--- config.mk ---
export PLATFORM = sky130hd
export DESIGN_NAME = sltc_lane
export DESIGN_NICKNAME = d
export VERILOG_FILES = /design/src/hdl/sltc_dec8b10b.v /design/src/hdl/sltc_lane.v /design/src/hdl/sltc_prbs.v
export VERILOG_INCLUDE_DIRS = /design/src /design/src/hdl
export SDC_FILE = /design/constraint.sdc
export NUM_CORES = 1
export LEC_CHECK = 0
export ABC_AREA = 0
export BUFFER_PORTS_ARGS = -buffer_cell sky130_fd_sc_hd__buf_2
export CORE_ASPECT_RATIO = 1.5
export CORE_UTILIZATION = 26
export DETAILED_ROUTE_END_ITERATION = 7
export SLEW_MARGIN = 20
export SYNTH_ARGS = -nofsm -noshare
export SYNTH_HDL_FRONTEND = slang
export SYNTH_SLANG_ARGS = --single-unit
--- constraint.sdc ---
create_clock -name i_clk -period 7.6 [get_ports i_clk]
set_input_delay 0.76 -clock i_clk [delete_from_list [all_inputs] [get_ports i_clk]]
set_output_delay 0.76 -clock i_clk [all_outputs]
set_load 0.01 [all_outputs]
--- src/hdl/sltc_lane_map.vh ---
/*
  Constants for the lane test and status block: pattern select codes,
  8B/10B comma patterns of both disparities, equalizer boost defaults.
  Assumes inclusion by bare name from files of this block.
*/
`ifndef SLTC_LANE_MAP_VH
`define SLTC_LANE_MAP_VH

// ----------------------------------------
// Pattern select codes
// ----------------------------------------
`define SLTC_PAT_OFF    3'h0
`define SLTC_PAT_PRBS7  3'h1
`define SLTC_PAT_PRBS15 3'h2
`define SLTC_PAT_PRBS23 3'h3
`define SLTC_PAT_PRBS31 3'h4
`define SLTC_LFSR_SEED  31'h7fffffff

// ----------------------------------------
// 8B/10B comma patterns (positive and negative)
// ----------------------------------------
`define SLTC_COMMA_P 7'h7c
`define SLTC_COMMA_N 7'h03

// ----------------------------------------
// Equalizer boost and recovery phase values
// ----------------------------------------
`define SLTC_BOOST_W     5
`define SLTC_BOOST_RST   5'h10
`define SLTC_BOOST_MAX   5'h1f
`define SLTC_BOOST_MIN   5'h00
`define SLTC_CDR_PHASE_RST 6'h00

`endif

--- src/hdl/sltc_dec8b10b.v ---
/*
  8B/10B code group checker for one byte lane: flags invalid code groups,
  running disparity faults and commas, and gives the next disparity.
  Assumes i_sym bit 0 is the first bit received (a).
*/
`timescale 1ns/100ps
`default_nettype none
`include "sltc_lane_map.vh"

module sltc_dec8b10b (
  input wire [9:0] i_sym,
  input wire i_rd,
  output reg o_rd,
  output reg o_invalid,
  output reg o_disp_err,
  output reg o_comma
);

  reg [3:0] ones6;
  reg [2:0] ones4;
  reg [5:0] b6;
  reg [3:0] b4;
  reg rd_mid;

  // ----------------------------------------
  // Sub-block disparity and validity checks
  // ----------------------------------------
  always @*
  begin
    b6 = i_sym[5:0];
    b4 = i_sym[9:6];
    ones6 = {3'h0, b6[0]} + {3'h0, b6[1]} + {3'h0, b6[2]} + {3'h0, b6[3]} + {3'h0, b6[4]} + {3'h0, b6[5]};
    ones4 = {2'h0, b4[0]} + {2'h0, b4[1]} + {2'h0, b4[2]} + {2'h0, b4[3]};
    o_invalid = 1'b0;
    o_disp_err = 1'b0;
    // Unbalanced blocks must be +/-2 and flip disparity
    if (ones6 != 4'h3 && ones6 != 4'h2 && ones6 != 4'h4)
      o_invalid = 1'b1;
    if (b6 == 6'h00 || b6 == 6'h3f || b6 == 6'h0f || b6 == 6'h30)
      o_invalid = 1'b1;
    if (ones4 == 3'h0 || ones4 == 3'h4)
      o_invalid = 1'b1;
    rd_mid = i_rd;
    if (ones6 == 4'h4)
    begin
      o_disp_err = o_disp_err | i_rd;
      rd_mid = 1'b1;
    end
    else if (ones6 == 4'h2)
    begin
      o_disp_err = o_disp_err | ~i_rd;
      rd_mid = 1'b0;
    end
    o_rd = rd_mid;
    if (ones4 == 3'h3)
    begin
      o_disp_err = o_disp_err | rd_mid;
      o_rd = 1'b1;
    end
    else if (ones4 == 3'h1)
    begin
      o_disp_err = o_disp_err | ~rd_mid;
      o_rd = 1'b0;
    end
    o_comma = (i_sym[6:0] == `SLTC_COMMA_P) || (i_sym[6:0] == `SLTC_COMMA_N);
  end

endmodule

`default_nettype wire

--- src/hdl/sltc_lane.v ---
/*
  Test and status logic of one serial lane: line polarity, transmit block,
  pattern generation and checking with error injection, equalizer path and
  boost control, clock recovery hold, and per-byte 8B/10B status.
  Assumes i_clk is the 156 MHz-class core clock of the lane; the parallel
  serial-side words arrive and leave on i_clk. Inputs marked asynchronous
  pass two flip-flops here.

// What this block does
// - Invert transmitted data when tx invert set
// - Invert received data before decoding when set
// - Low picks feedback path, high linear path
// - Datapath reset clears both equalizer paths
// - High boost freezes or keeps adapting
// - High boost from attribute or hold signal
// - Low boost freezes or keeps adapting
// - Low boost from attribute or hold signal
// - Transmit block suppresses serial output data
// - Count clear zeroes pattern error counter
// - Pattern error flag non-sticky, live only
// - Three-bit checker select, including off
// - Three-bit generator select, including normal traffic
// - Error inject corrupts generator while high
// - Clock recovery freeze holds loop state
// - Per-byte disparity fault vector, active high
// - Per-byte invalid code vector, active high
// - Alignment flag whenever comma is detected
*/
`timescale 1ns/100ps
`default_nettype none
`include "sltc_lane_map.vh"

module sltc_lane #(
  parameter BYTES = 4,
  parameter CNT_W = 16,
  parameter [`SLTC_BOOST_W-1:0] HF_ATTR = `SLTC_BOOST_RST,
  parameter [`SLTC_BOOST_W-1:0] LF_ATTR = `SLTC_BOOST_RST
) (
  input wire i_clk,
  input wire i_sys_rst,
  input wire i_ce,
  input wire [BYTES*10-1:0] i_tx_word,
  input wire [BYTES*10-1:0] i_rx_word,
  input wire i_tx_line_invert,
  input wire i_rx_line_invert,
  input wire i_rx_equalizer_path_select,
  input wire i_equalizer_datapath_reset,
  input wire i_linear_eq_reset_pulse,
  input wire i_high_boost_freeze,
  input wire i_high_boost_override,
  input wire i_low_boost_freeze,
  input wire i_low_boost_override,
  input wire i_tx_output_block,
  input wire i_pattern_error_count_clear,
  input wire [2:0] i_rx_pattern_check_select,
  input wire [2:0] i_tx_pattern_gen_select,
  input wire i_tx_pattern_error_inject,
  input wire i_clock_recovery_freeze,
  output reg [BYTES*10-1:0] o_tx_word,
  output reg o_pattern_error_flag,
  output reg [CNT_W-1:0] o_pattern_error_count,
  output reg [BYTES-1:0] o_rx_disparity_fault,
  output reg [BYTES-1:0] o_rx_invalid_code_flag,
  output reg o_rx_align_char_seen,
  output reg [BYTES*8-1:0] o_rx_raw_byte,
  output reg o_eq_path_linear,
  output reg o_eq_in_reset,
  output reg [`SLTC_BOOST_W-1:0] o_high_boost,
  output reg [`SLTC_BOOST_W-1:0] o_low_boost,
  output reg [5:0] o_cdr_phase
);

  localparam W = BYTES * 10;
  localparam [CNT_W-1:0] CNT_MAX = {CNT_W{1'b1}};

  // ----------------------------------------
  // Synchronisers for asynchronous control inputs
  // ----------------------------------------
  reg [6:0] async_s1_r;
  reg [6:0] async_s2_r;
  wire eq_path_s = async_s2_r[0];
  wire eq_rst_s = async_s2_r[1];
  wire hf_hold_s = async_s2_r[2];
  wire hf_ovr_s = async_s2_r[3];
  wire lf_hold_s = async_s2_r[4];
  wire lf_ovr_s = async_s2_r[5];
  wire cdr_hold_s = async_s2_r[6];

  // Two-stage capture; first stage feeds only the second
  always @(posedge i_clk)
  begin
    if (i_sys_rst)
    begin
      async_s1_r <= 7'h00;
      async_s2_r <= 7'h00;
    end
    else if (i_ce)
    begin
      async_s1_r <= {i_clock_recovery_freeze, i_low_boost_override, i_low_boost_freeze,
        i_high_boost_override, i_high_boost_freeze, i_equalizer_datapath_reset,
        i_rx_equalizer_path_select};
      async_s2_r <= async_s1_r;
    end
  end

  // ----------------------------------------
  // Transmit pattern generator
  // ----------------------------------------
  reg [30:0] tx_lfsr_r;
  wire [30:0] tx_lfsr_nxt;
  wire [W-1:0] tx_bits;
  reg [W-1:0] tx_data;

  sltc_prbs #(.W(W)) u_tx_prbs (
    .i_sel(i_tx_pattern_gen_select),
    .i_state(tx_lfsr_r),
    .o_state(tx_lfsr_nxt),
    .o_bits(tx_bits)
  );

  // Select traffic or pattern, inject errors, invert, block
  always @*
  begin
    if (i_tx_pattern_gen_select == `SLTC_PAT_OFF)
      tx_data = i_tx_word;
    else
      tx_data = tx_bits ^ {{(W-1){1'b0}}, i_tx_pattern_error_inject};
    if (i_tx_line_invert)
      tx_data = ~tx_data;
    if (i_tx_output_block)
      tx_data = {W{1'b0}};
  end

  // Generator state and registered serial word
  always @(posedge i_clk)
  begin
    if (i_sys_rst)
    begin
      tx_lfsr_r <= `SLTC_LFSR_SEED;
      o_tx_word <= {W{1'b0}};
    end
    else if (i_ce)
    begin
      tx_lfsr_r <= (i_tx_pattern_gen_select == `SLTC_PAT_OFF) ? `SLTC_LFSR_SEED : tx_lfsr_nxt;
      o_tx_word <= tx_data;
    end
  end

  // ----------------------------------------
  // Receive polarity and pattern checker
  // ----------------------------------------
  wire [W-1:0] rx_data = i_rx_line_invert ? ~i_rx_word : i_rx_word;
  reg [30:0] rx_lfsr_r;
  wire [30:0] rx_lfsr_nxt;
  wire [W-1:0] rx_expect;
  wire [30:0] rx_seed;
  genvar gs;

  // Reseed from the newest 31 bits; the step leaves its last bit in state bit 0
  generate
    for (gs = 0; gs < 31; gs = gs + 1)
    begin : g_seed
      assign rx_seed[gs] = rx_data[W-1-gs];
    end
  endgenerate
  wire rx_mismatch = (i_rx_pattern_check_select != `SLTC_PAT_OFF) && (rx_expect != rx_data);

  // Self-synchronising check: expected word derived from the previous received bits
  sltc_prbs #(.W(W)) u_rx_prbs (
    .i_sel(i_rx_pattern_check_select),
    .i_state(rx_lfsr_r),
    .o_state(rx_lfsr_nxt),
    .o_bits(rx_expect)
  );

  // Checker state, live error flag and saturating counter
  always @(posedge i_clk)
  begin
    if (i_sys_rst)
    begin
      rx_lfsr_r <= `SLTC_LFSR_SEED;
      o_pattern_error_flag <= 1'b0;
      o_pattern_error_count <= {CNT_W{1'b0}};
    end
    else if (i_ce)
    begin
      rx_lfsr_r <= rx_mismatch ? rx_seed : rx_lfsr_nxt;
      o_pattern_error_flag <= rx_mismatch;
      if (i_pattern_error_count_clear)
        o_pattern_error_count <= {CNT_W{1'b0}};
      else if (rx_mismatch && o_pattern_error_count != CNT_MAX)
        o_pattern_error_count <= o_pattern_error_count + {{(CNT_W-1){1'b0}}, 1'b1};
    end
  end

  // ----------------------------------------
  // Per-byte 8B/10B status
  // ----------------------------------------
  wire [BYTES:0] rd_chain;
  wire [BYTES-1:0] inv_v;
  wire [BYTES-1:0] derr_v;
  wire [BYTES-1:0] comma_v;
  reg rd_r;
  assign rd_chain[0] = rd_r;

  genvar g;
  generate
    for (g = 0; g < BYTES; g = g + 1)
    begin : g_byte
      sltc_dec8b10b u_dec (
        .i_sym(rx_data[g*10 +: 10]),
        .i_rd(rd_chain[g]),
        .o_rd(rd_chain[g+1]),
        .o_invalid(inv_v[g]),
        .o_disp_err(derr_v[g]),
        .o_comma(comma_v[g])
      );
    end
  endgenerate

  // Registered status vectors and running disparity
  always @(posedge i_clk)
  begin
    if (i_sys_rst)
    begin
      rd_r <= 1'b0;
      o_rx_disparity_fault <= {BYTES{1'b0}};
      o_rx_invalid_code_flag <= {BYTES{1'b0}};
      o_rx_align_char_seen <= 1'b0;
      o_rx_raw_byte <= {BYTES*8{1'b0}};
    end
    else if (i_ce)
    begin
      rd_r <= rd_chain[BYTES];
      o_rx_disparity_fault <= derr_v;
      o_rx_invalid_code_flag <= inv_v;
      o_rx_align_char_seen <= |comma_v;
      o_rx_raw_byte <= {BYTES*8{1'b0}};
    end
  end

  // ----------------------------------------
  // Equalizer path, resets and boost adaptation
  // ----------------------------------------
  reg lpm_rst_d_r;
  reg lpm_rst_go_r;
  wire boost_up = rx_mismatch;

  // Linear reset starts on release of the pulse input
  always @(posedge i_clk)
  begin
    if (i_sys_rst)
    begin
      lpm_rst_d_r <= 1'b0;
      lpm_rst_go_r <= 1'b0;
    end
    else if (i_ce)
    begin
      lpm_rst_d_r <= i_linear_eq_reset_pulse;
      lpm_rst_go_r <= lpm_rst_d_r & ~i_linear_eq_reset_pulse;
    end
  end

  // Boost values: reset, attribute override, hold, or adapt
  always @(posedge i_clk)
  begin
    if (i_sys_rst)
    begin
      o_eq_path_linear <= 1'b0;
      o_eq_in_reset <= 1'b0;
      o_high_boost <= `SLTC_BOOST_RST;
      o_low_boost <= `SLTC_BOOST_RST;
    end
    else if (i_ce)
    begin
      o_eq_path_linear <= eq_path_s;
      o_eq_in_reset <= eq_rst_s | lpm_rst_go_r;
      if (eq_rst_s)
      begin
        o_high_boost <= `SLTC_BOOST_RST;
        o_low_boost <= `SLTC_BOOST_RST;
      end
      else
      begin
        if (lpm_rst_go_r && eq_path_s)
          o_high_boost <= `SLTC_BOOST_RST;
        else if (hf_ovr_s)
          o_high_boost <= HF_ATTR;
        else if (!hf_hold_s && eq_path_s && boost_up && o_high_boost != `SLTC_BOOST_MAX)
          o_high_boost <= o_high_boost + 5'h01;
        if (lpm_rst_go_r && eq_path_s)
          o_low_boost <= `SLTC_BOOST_RST;
        else if (lf_ovr_s)
          o_low_boost <= LF_ATTR;
        else if (!lf_hold_s && eq_path_s && boost_up && o_low_boost != `SLTC_BOOST_MIN)
          o_low_boost <= o_low_boost - 5'h01;
      end
    end
  end

  // ----------------------------------------
  // Clock recovery phase tracking
  // ----------------------------------------
  wire rx_edge_early = rx_data[0] ^ rx_data[1];

  // Phase accumulator steps when rx_data bits 0 and 1 differ, unless frozen
  always @(posedge i_clk)
  begin
    if (i_sys_rst)
      o_cdr_phase <= `SLTC_CDR_PHASE_RST;
    else if (i_ce && !cdr_hold_s && rx_edge_early)
      o_cdr_phase <= o_cdr_phase + 6'h01;
  end

endmodule

`default_nettype wire

--- src/hdl/sltc_prbs.v ---
/*
  Parallel PRBS step: advances a 31-bit scrambler state by W bits for the
  selected polynomial and gives the W bits produced.
  Assumes the caller holds the state register.
*/
`timescale 1ns/100ps
`default_nettype none
`include "sltc_lane_map.vh"

module sltc_prbs #(
  parameter W = 40
) (
  input wire [2:0] i_sel,
  input wire [30:0] i_state,
  output reg [30:0] o_state,
  output reg [W-1:0] o_bits
);

  integer k;
  reg fb;

  // ----------------------------------------
  // Bit-serial unroll of the selected polynomial
  // ----------------------------------------
  always @*
  begin
    o_state = i_state;
    o_bits = {W{1'b0}};
    fb = 1'b0;
    for (k = 0; k < W; k = k + 1)
    begin
      case (i_sel)
        `SLTC_PAT_PRBS7: fb = o_state[6] ^ o_state[5];
        `SLTC_PAT_PRBS15: fb = o_state[14] ^ o_state[13];
        `SLTC_PAT_PRBS23: fb = o_state[22] ^ o_state[17];
        default: fb = o_state[30] ^ o_state[27];
      endcase
      o_bits[k] = fb;
      o_state = {o_state[29:0], fb};
    end
  end

endmodule

`default_nettype wire

==> flow_metrics.tcl <==
set metrics [dict create \
    areaGrowthSynthToFinish_pct 15.4 \
    cts_buffers 17 \
    crit_family "compound AO/OA/AOI/OAI gates" \
    worstReg2RegStart "rx_lfsr_r[5]$_SDFFE_PP1P_" \
    fin_crit_ns 6.78 \
    io_buffers 185 \
    muxShareOfSynthArea_pct 6.29 \
    antenna_found_initial 2 \
    rsz0062_at_grt "false" \
    cts_tree "built" \
    cp.buffers_inverters 4 \
    clkSinkCount 163 \
    die_h_um 312 \
    ys_types 109 \
    nNetsFinal 2446 \
    postCtsSetupRepairBufs 0 \
    cap_violations 0 \
    synthFlopType "dfxtp_1" \
    synth_top_cell_by_area "dfxtp_1" \
    ant_nets 0 \
    leakage_nw 7.78 \
    crit_chain "buf_2 > nand2b_1 > buf_4 > a21oi_1 > a211oi_1 > a211oi_2 > inv_2 > xnor2_1 > a21oi_1 > nand3_1 > xor2_2 > or3_1 > o211ai_1 > or4_4 > nor4_4 > a21oi_4 > buf_4 > mux2_1 > o21ai_1" \
    yosys.area_share.adder_pct 3.57 \
    reg2reg_depth 17 \
    layout-drive-gt1-share_pct 17.3 \
    grt.total_usage_pct 24.2 \
    placed_cell_area_um2 18600 \
    setup_ws_ns 0.821 \
    p_per_area_nw_per_um2 225 \
    ios 218 \
    die_w_um 209 \
    yosysSeqAreaShare_pct 19.6 \
    hold_buffers 0 \
    vias_per_cell 5.61 \
    finalSetupTns_ns 0 \
    power.net_switching_mw 2.04 \
    dr_total_vias 17527 \
    p_int_mw 2.29 \
    drc 0 \
    hold_viol 0 \
    reg2reg_to "rx_lfsr_r[1]$_SDFFE_PP1P_" \
    dpl_worst_slack_ns 0.594 \
    drt-initial-drc-count 1646 \
    yosys.area_share.simple_pct 18.5 \
    final_cell_mix "xnor2_1 (221), nor2_1 (201), buf_2 (183), dfxtp_1 (163), a21oi_1 (151)" \
    clockBufferDepth 2 \
    worst_setup_path_start_kind "primary input" \
    post-route-period-util_pct 89.2 \
    synth_top_family_by_area "compound AO/OA/AOI/OAI gates" \
    cpPeakStageDelay_ns 0.66 \
    synthArstFlopShare_pct 0 \
    clockRootBuffer "clkbuf_16" \
    peakVddDrop_uv 111 \
    netlist_area_um2 16700 \
    power.share.sequential_pct 24.4 \
    cp_data_required_time_ns 7.97 \
    ys_ff_latch 163 \
    gp_congestion 1.06 \
    grt_pass1_wl_mm 117 \
    die-area_um2 65200 \
    first_pass_iters 5 \
    maxSlewHeadroom_pct 16.3 \
    yosysWarningCount 0 \
    grt_pass1_vias 17409 \
    critPathCaptureType "flop" \
    cp_max_fo 28 \
    drt_wl_total_mm 79.8 \
    cts_max_level 4 \
    drv_slew 0 \
    switching_share_pct 47.1 \
    grt_max_degree 76 \
    initial_core_util_pct 26.3 \
    status "complete, no violations" \
    num_rows 113 \
    hold_path.startpoint "o_tx_word[37]$_SDFFE_PP0P_" \
    setup_viol 0 \
    clkTransAtPathRegs_ns 0.09 \
    synth_edf_count 0 \
    syn_avg_cell_area_um2 7.69 \
    synth_top_area_share_pct 19.6 \
    combPwrFrac_pct 53.9 \
    core_um2 63300 \
    overflow 0 \
    whs_ns 0.464 \
    clk_latency_ns 0.47 \
    pwr-share-clk_pct 21.8 \
    design_area_um2 19200 \
    rrSetupSlack_ns 0.92 \
    hold_path_class "flop to flop" \
    worstMarginPinSlew_ns 1.25 \
    synth_compound_area_share_pct 25.5 \
    synth_xor_area_share_pct 19.5 \
    cts_resized 0 \
    cp_num_cells 19 \
    crit_slowest_cell "a21oi_1" \
    min_to "o_tx_word[37]$_SDFFE_PP0P_" \
    fin_skew_ns 0.0201 \
    syn-instance-count 2169 \
    crit_type "primary input to flop" \
    fmax_mhz 148 \
    routedWlPerCell_um 25.5 \
    dpl.hpwl_mm 61.9 \
    synthTopCellsByArea "dfxtp_1 (20%), xnor2_1 (12%), xor2_1 (7.5%)" \
    layout_commonest_cell "xnor2_1" \
    hold_depth 2 \
    arrival_ns 7.15 \
]
==> final cells by class <==
| cell class | count | area [µm²] |
|---|---|---|
| clock inverters | 15 | 206 |
| flip-flops and latches | 163 | 3260 |
| well taps | 805 | 1010 |
| diodes | 1 | 2.50 |
| clock buffers | 17 | 425 |
| multi-input cells | 1778 | 12400 |
| fillers | 6924 | 44100 |
| inverters | 55 | 208 |
| repair buffers | 291 | 1740 |
==> Yosys cell counts, types with 11 or more instances <==
| cell type | count |
|---|---|
| xor2_1 | 142 |
| nand2b_1 | 41 |
| a211o_1 | 13 |
| ha_1 | 22 |
| dfxtp_1 | 163 |
| o21ai_0 | 96 |
| buf_2 | 34 |
| mux2_1 | 11 |
| a31oi_1 | 15 |
| and3_1 | 21 |
| buf_1 | 20 |
| xnor2_1 | 221 |
| o22ai_1 | 46 |
| nand3_1 | 45 |
| a21oi_1 | 151 |
| a311oi_1 | 11 |
| mux2i_1 | 79 |
| or3_1 | 13 |
| o21ai_1 | 23 |
| a211oi_1 | 30 |
| fa_1 | 16 |
| nor3_1 | 42 |
| inv_1 | 54 |
| o221ai_1 | 12 |
| mux2_2 | 12 |
| a21o_1 | 20 |
| a22oi_1 | 51 |
| and2_1 | 19 |
| nand4_1 | 17 |
| nor2_1 | 202 |
| o211ai_1 | 16 |
| nor4_1 | 14 |
| buf_4 | 38 |
| nand2_1 | 135 |
| clkbuf_1 | 109 |
==> how the worst max path moves through the flow <==
stage | from | end | slack, ns
floorplan | i_rx_pattern_check_select[0] | o_low_boost[2]$_SDFFE_PP0P_ | 2.08
global placement | i_rx_pattern_check_select[2] | rx_lfsr_r[15]$_SDFFE_PP1P_ | 0.59
detailed placement | i_rx_pattern_check_select[2] | rx_lfsr_r[15]$_SDFFE_PP1P_ | 0.59
CTS | i_rx_pattern_check_select[2] | rx_lfsr_r[1]$_SDFFE_PP1P_ | 1.08
global route | i_rx_pattern_check_select[1] | rx_lfsr_r[18]$_SDFFE_PP1P_ | 0.67
finish | i_rx_pattern_check_select[0] | rx_lfsr_r[1]$_SDFFE_PP1P_ | 0.82
==> stage by stage <==
stage                     total power, mW  utilization, %  cells
after floorplan                      2.56               -   2200
after global placement               3.34            29.4   3092
after detailed placement             3.33            29.4   3092
after CTS                            4.29            30.4   3124
after global routing                 4.55            30.4   3125
final                                4.33            30.4   3125
==> cells by family after synthesis <==
logic type	Yosys count
AOI/OAI and AO/OA	618
xor gates and xnor gates	366
adders and majority gates	38
buffers and inverters	259
DFF	163
muxes	102
other	1
and+or+nand+nor	622
==> registers in the layout, indices dropped and copies added (netlist names), 5 cells and up <==
register and cells:
tx_lfsr_r 31, rx_lfsr_r 31, async_s1_r 7, async_s2_r 7, o_tx_word 40, o_low_boost 5, o_pattern_error_count 16, o_cdr_phase 6
o_high_boost 5
==> worst reg2reg max path, cell delays in order, from the launching register on <==
cell and delay [ns]:
dfxtp_1 0.87, xnor2_1 0.22, a2bb2oi_1 0.62, a211oi_1 0.32
o211ai_1 0.37, nand3_2 0.35, mux2_2 0.45, a221o_1 0.40
nor2_1 0.32, mux2i_1 0.15, a2111o_1 0.35, nor4_1 0.38
nand4_1 0.23, nor4_4 0.53, a21oi_4 0.31, buf_4 0.28
mux2_1 0.32, o21ai_1 0.12
==> routing by layer <==
metal	wire length [µm]	GRT usage, %	up-vias
met2	40300	43.7	839
met5	12	0	-
met3	4860	4.27	304
met4	6530	17.9	2
li1	-	-	7945
met1	28100	24.9	8437
==> power by group through the flow <==
| stage | Combinational (mW) | Sequential (mW) | Clock (mW) |
|---|---|---|---|
| 3_3_place_gp | 2.27 | 1.07 | 0 |
| 2_1_floorplan | 1.57 | 0.994 | 0 |
| 4_1_cts | 2.27 | 1.05 | 0.969 |
| 3_5_place_dp | 2.26 | 1.07 | 0 |
| 5_1_grt | 2.49 | 1.06 | 0.997 |
| 6_report | 2.33 | 1.06 | 0.943 |
(Power assumes the default switching activity.)
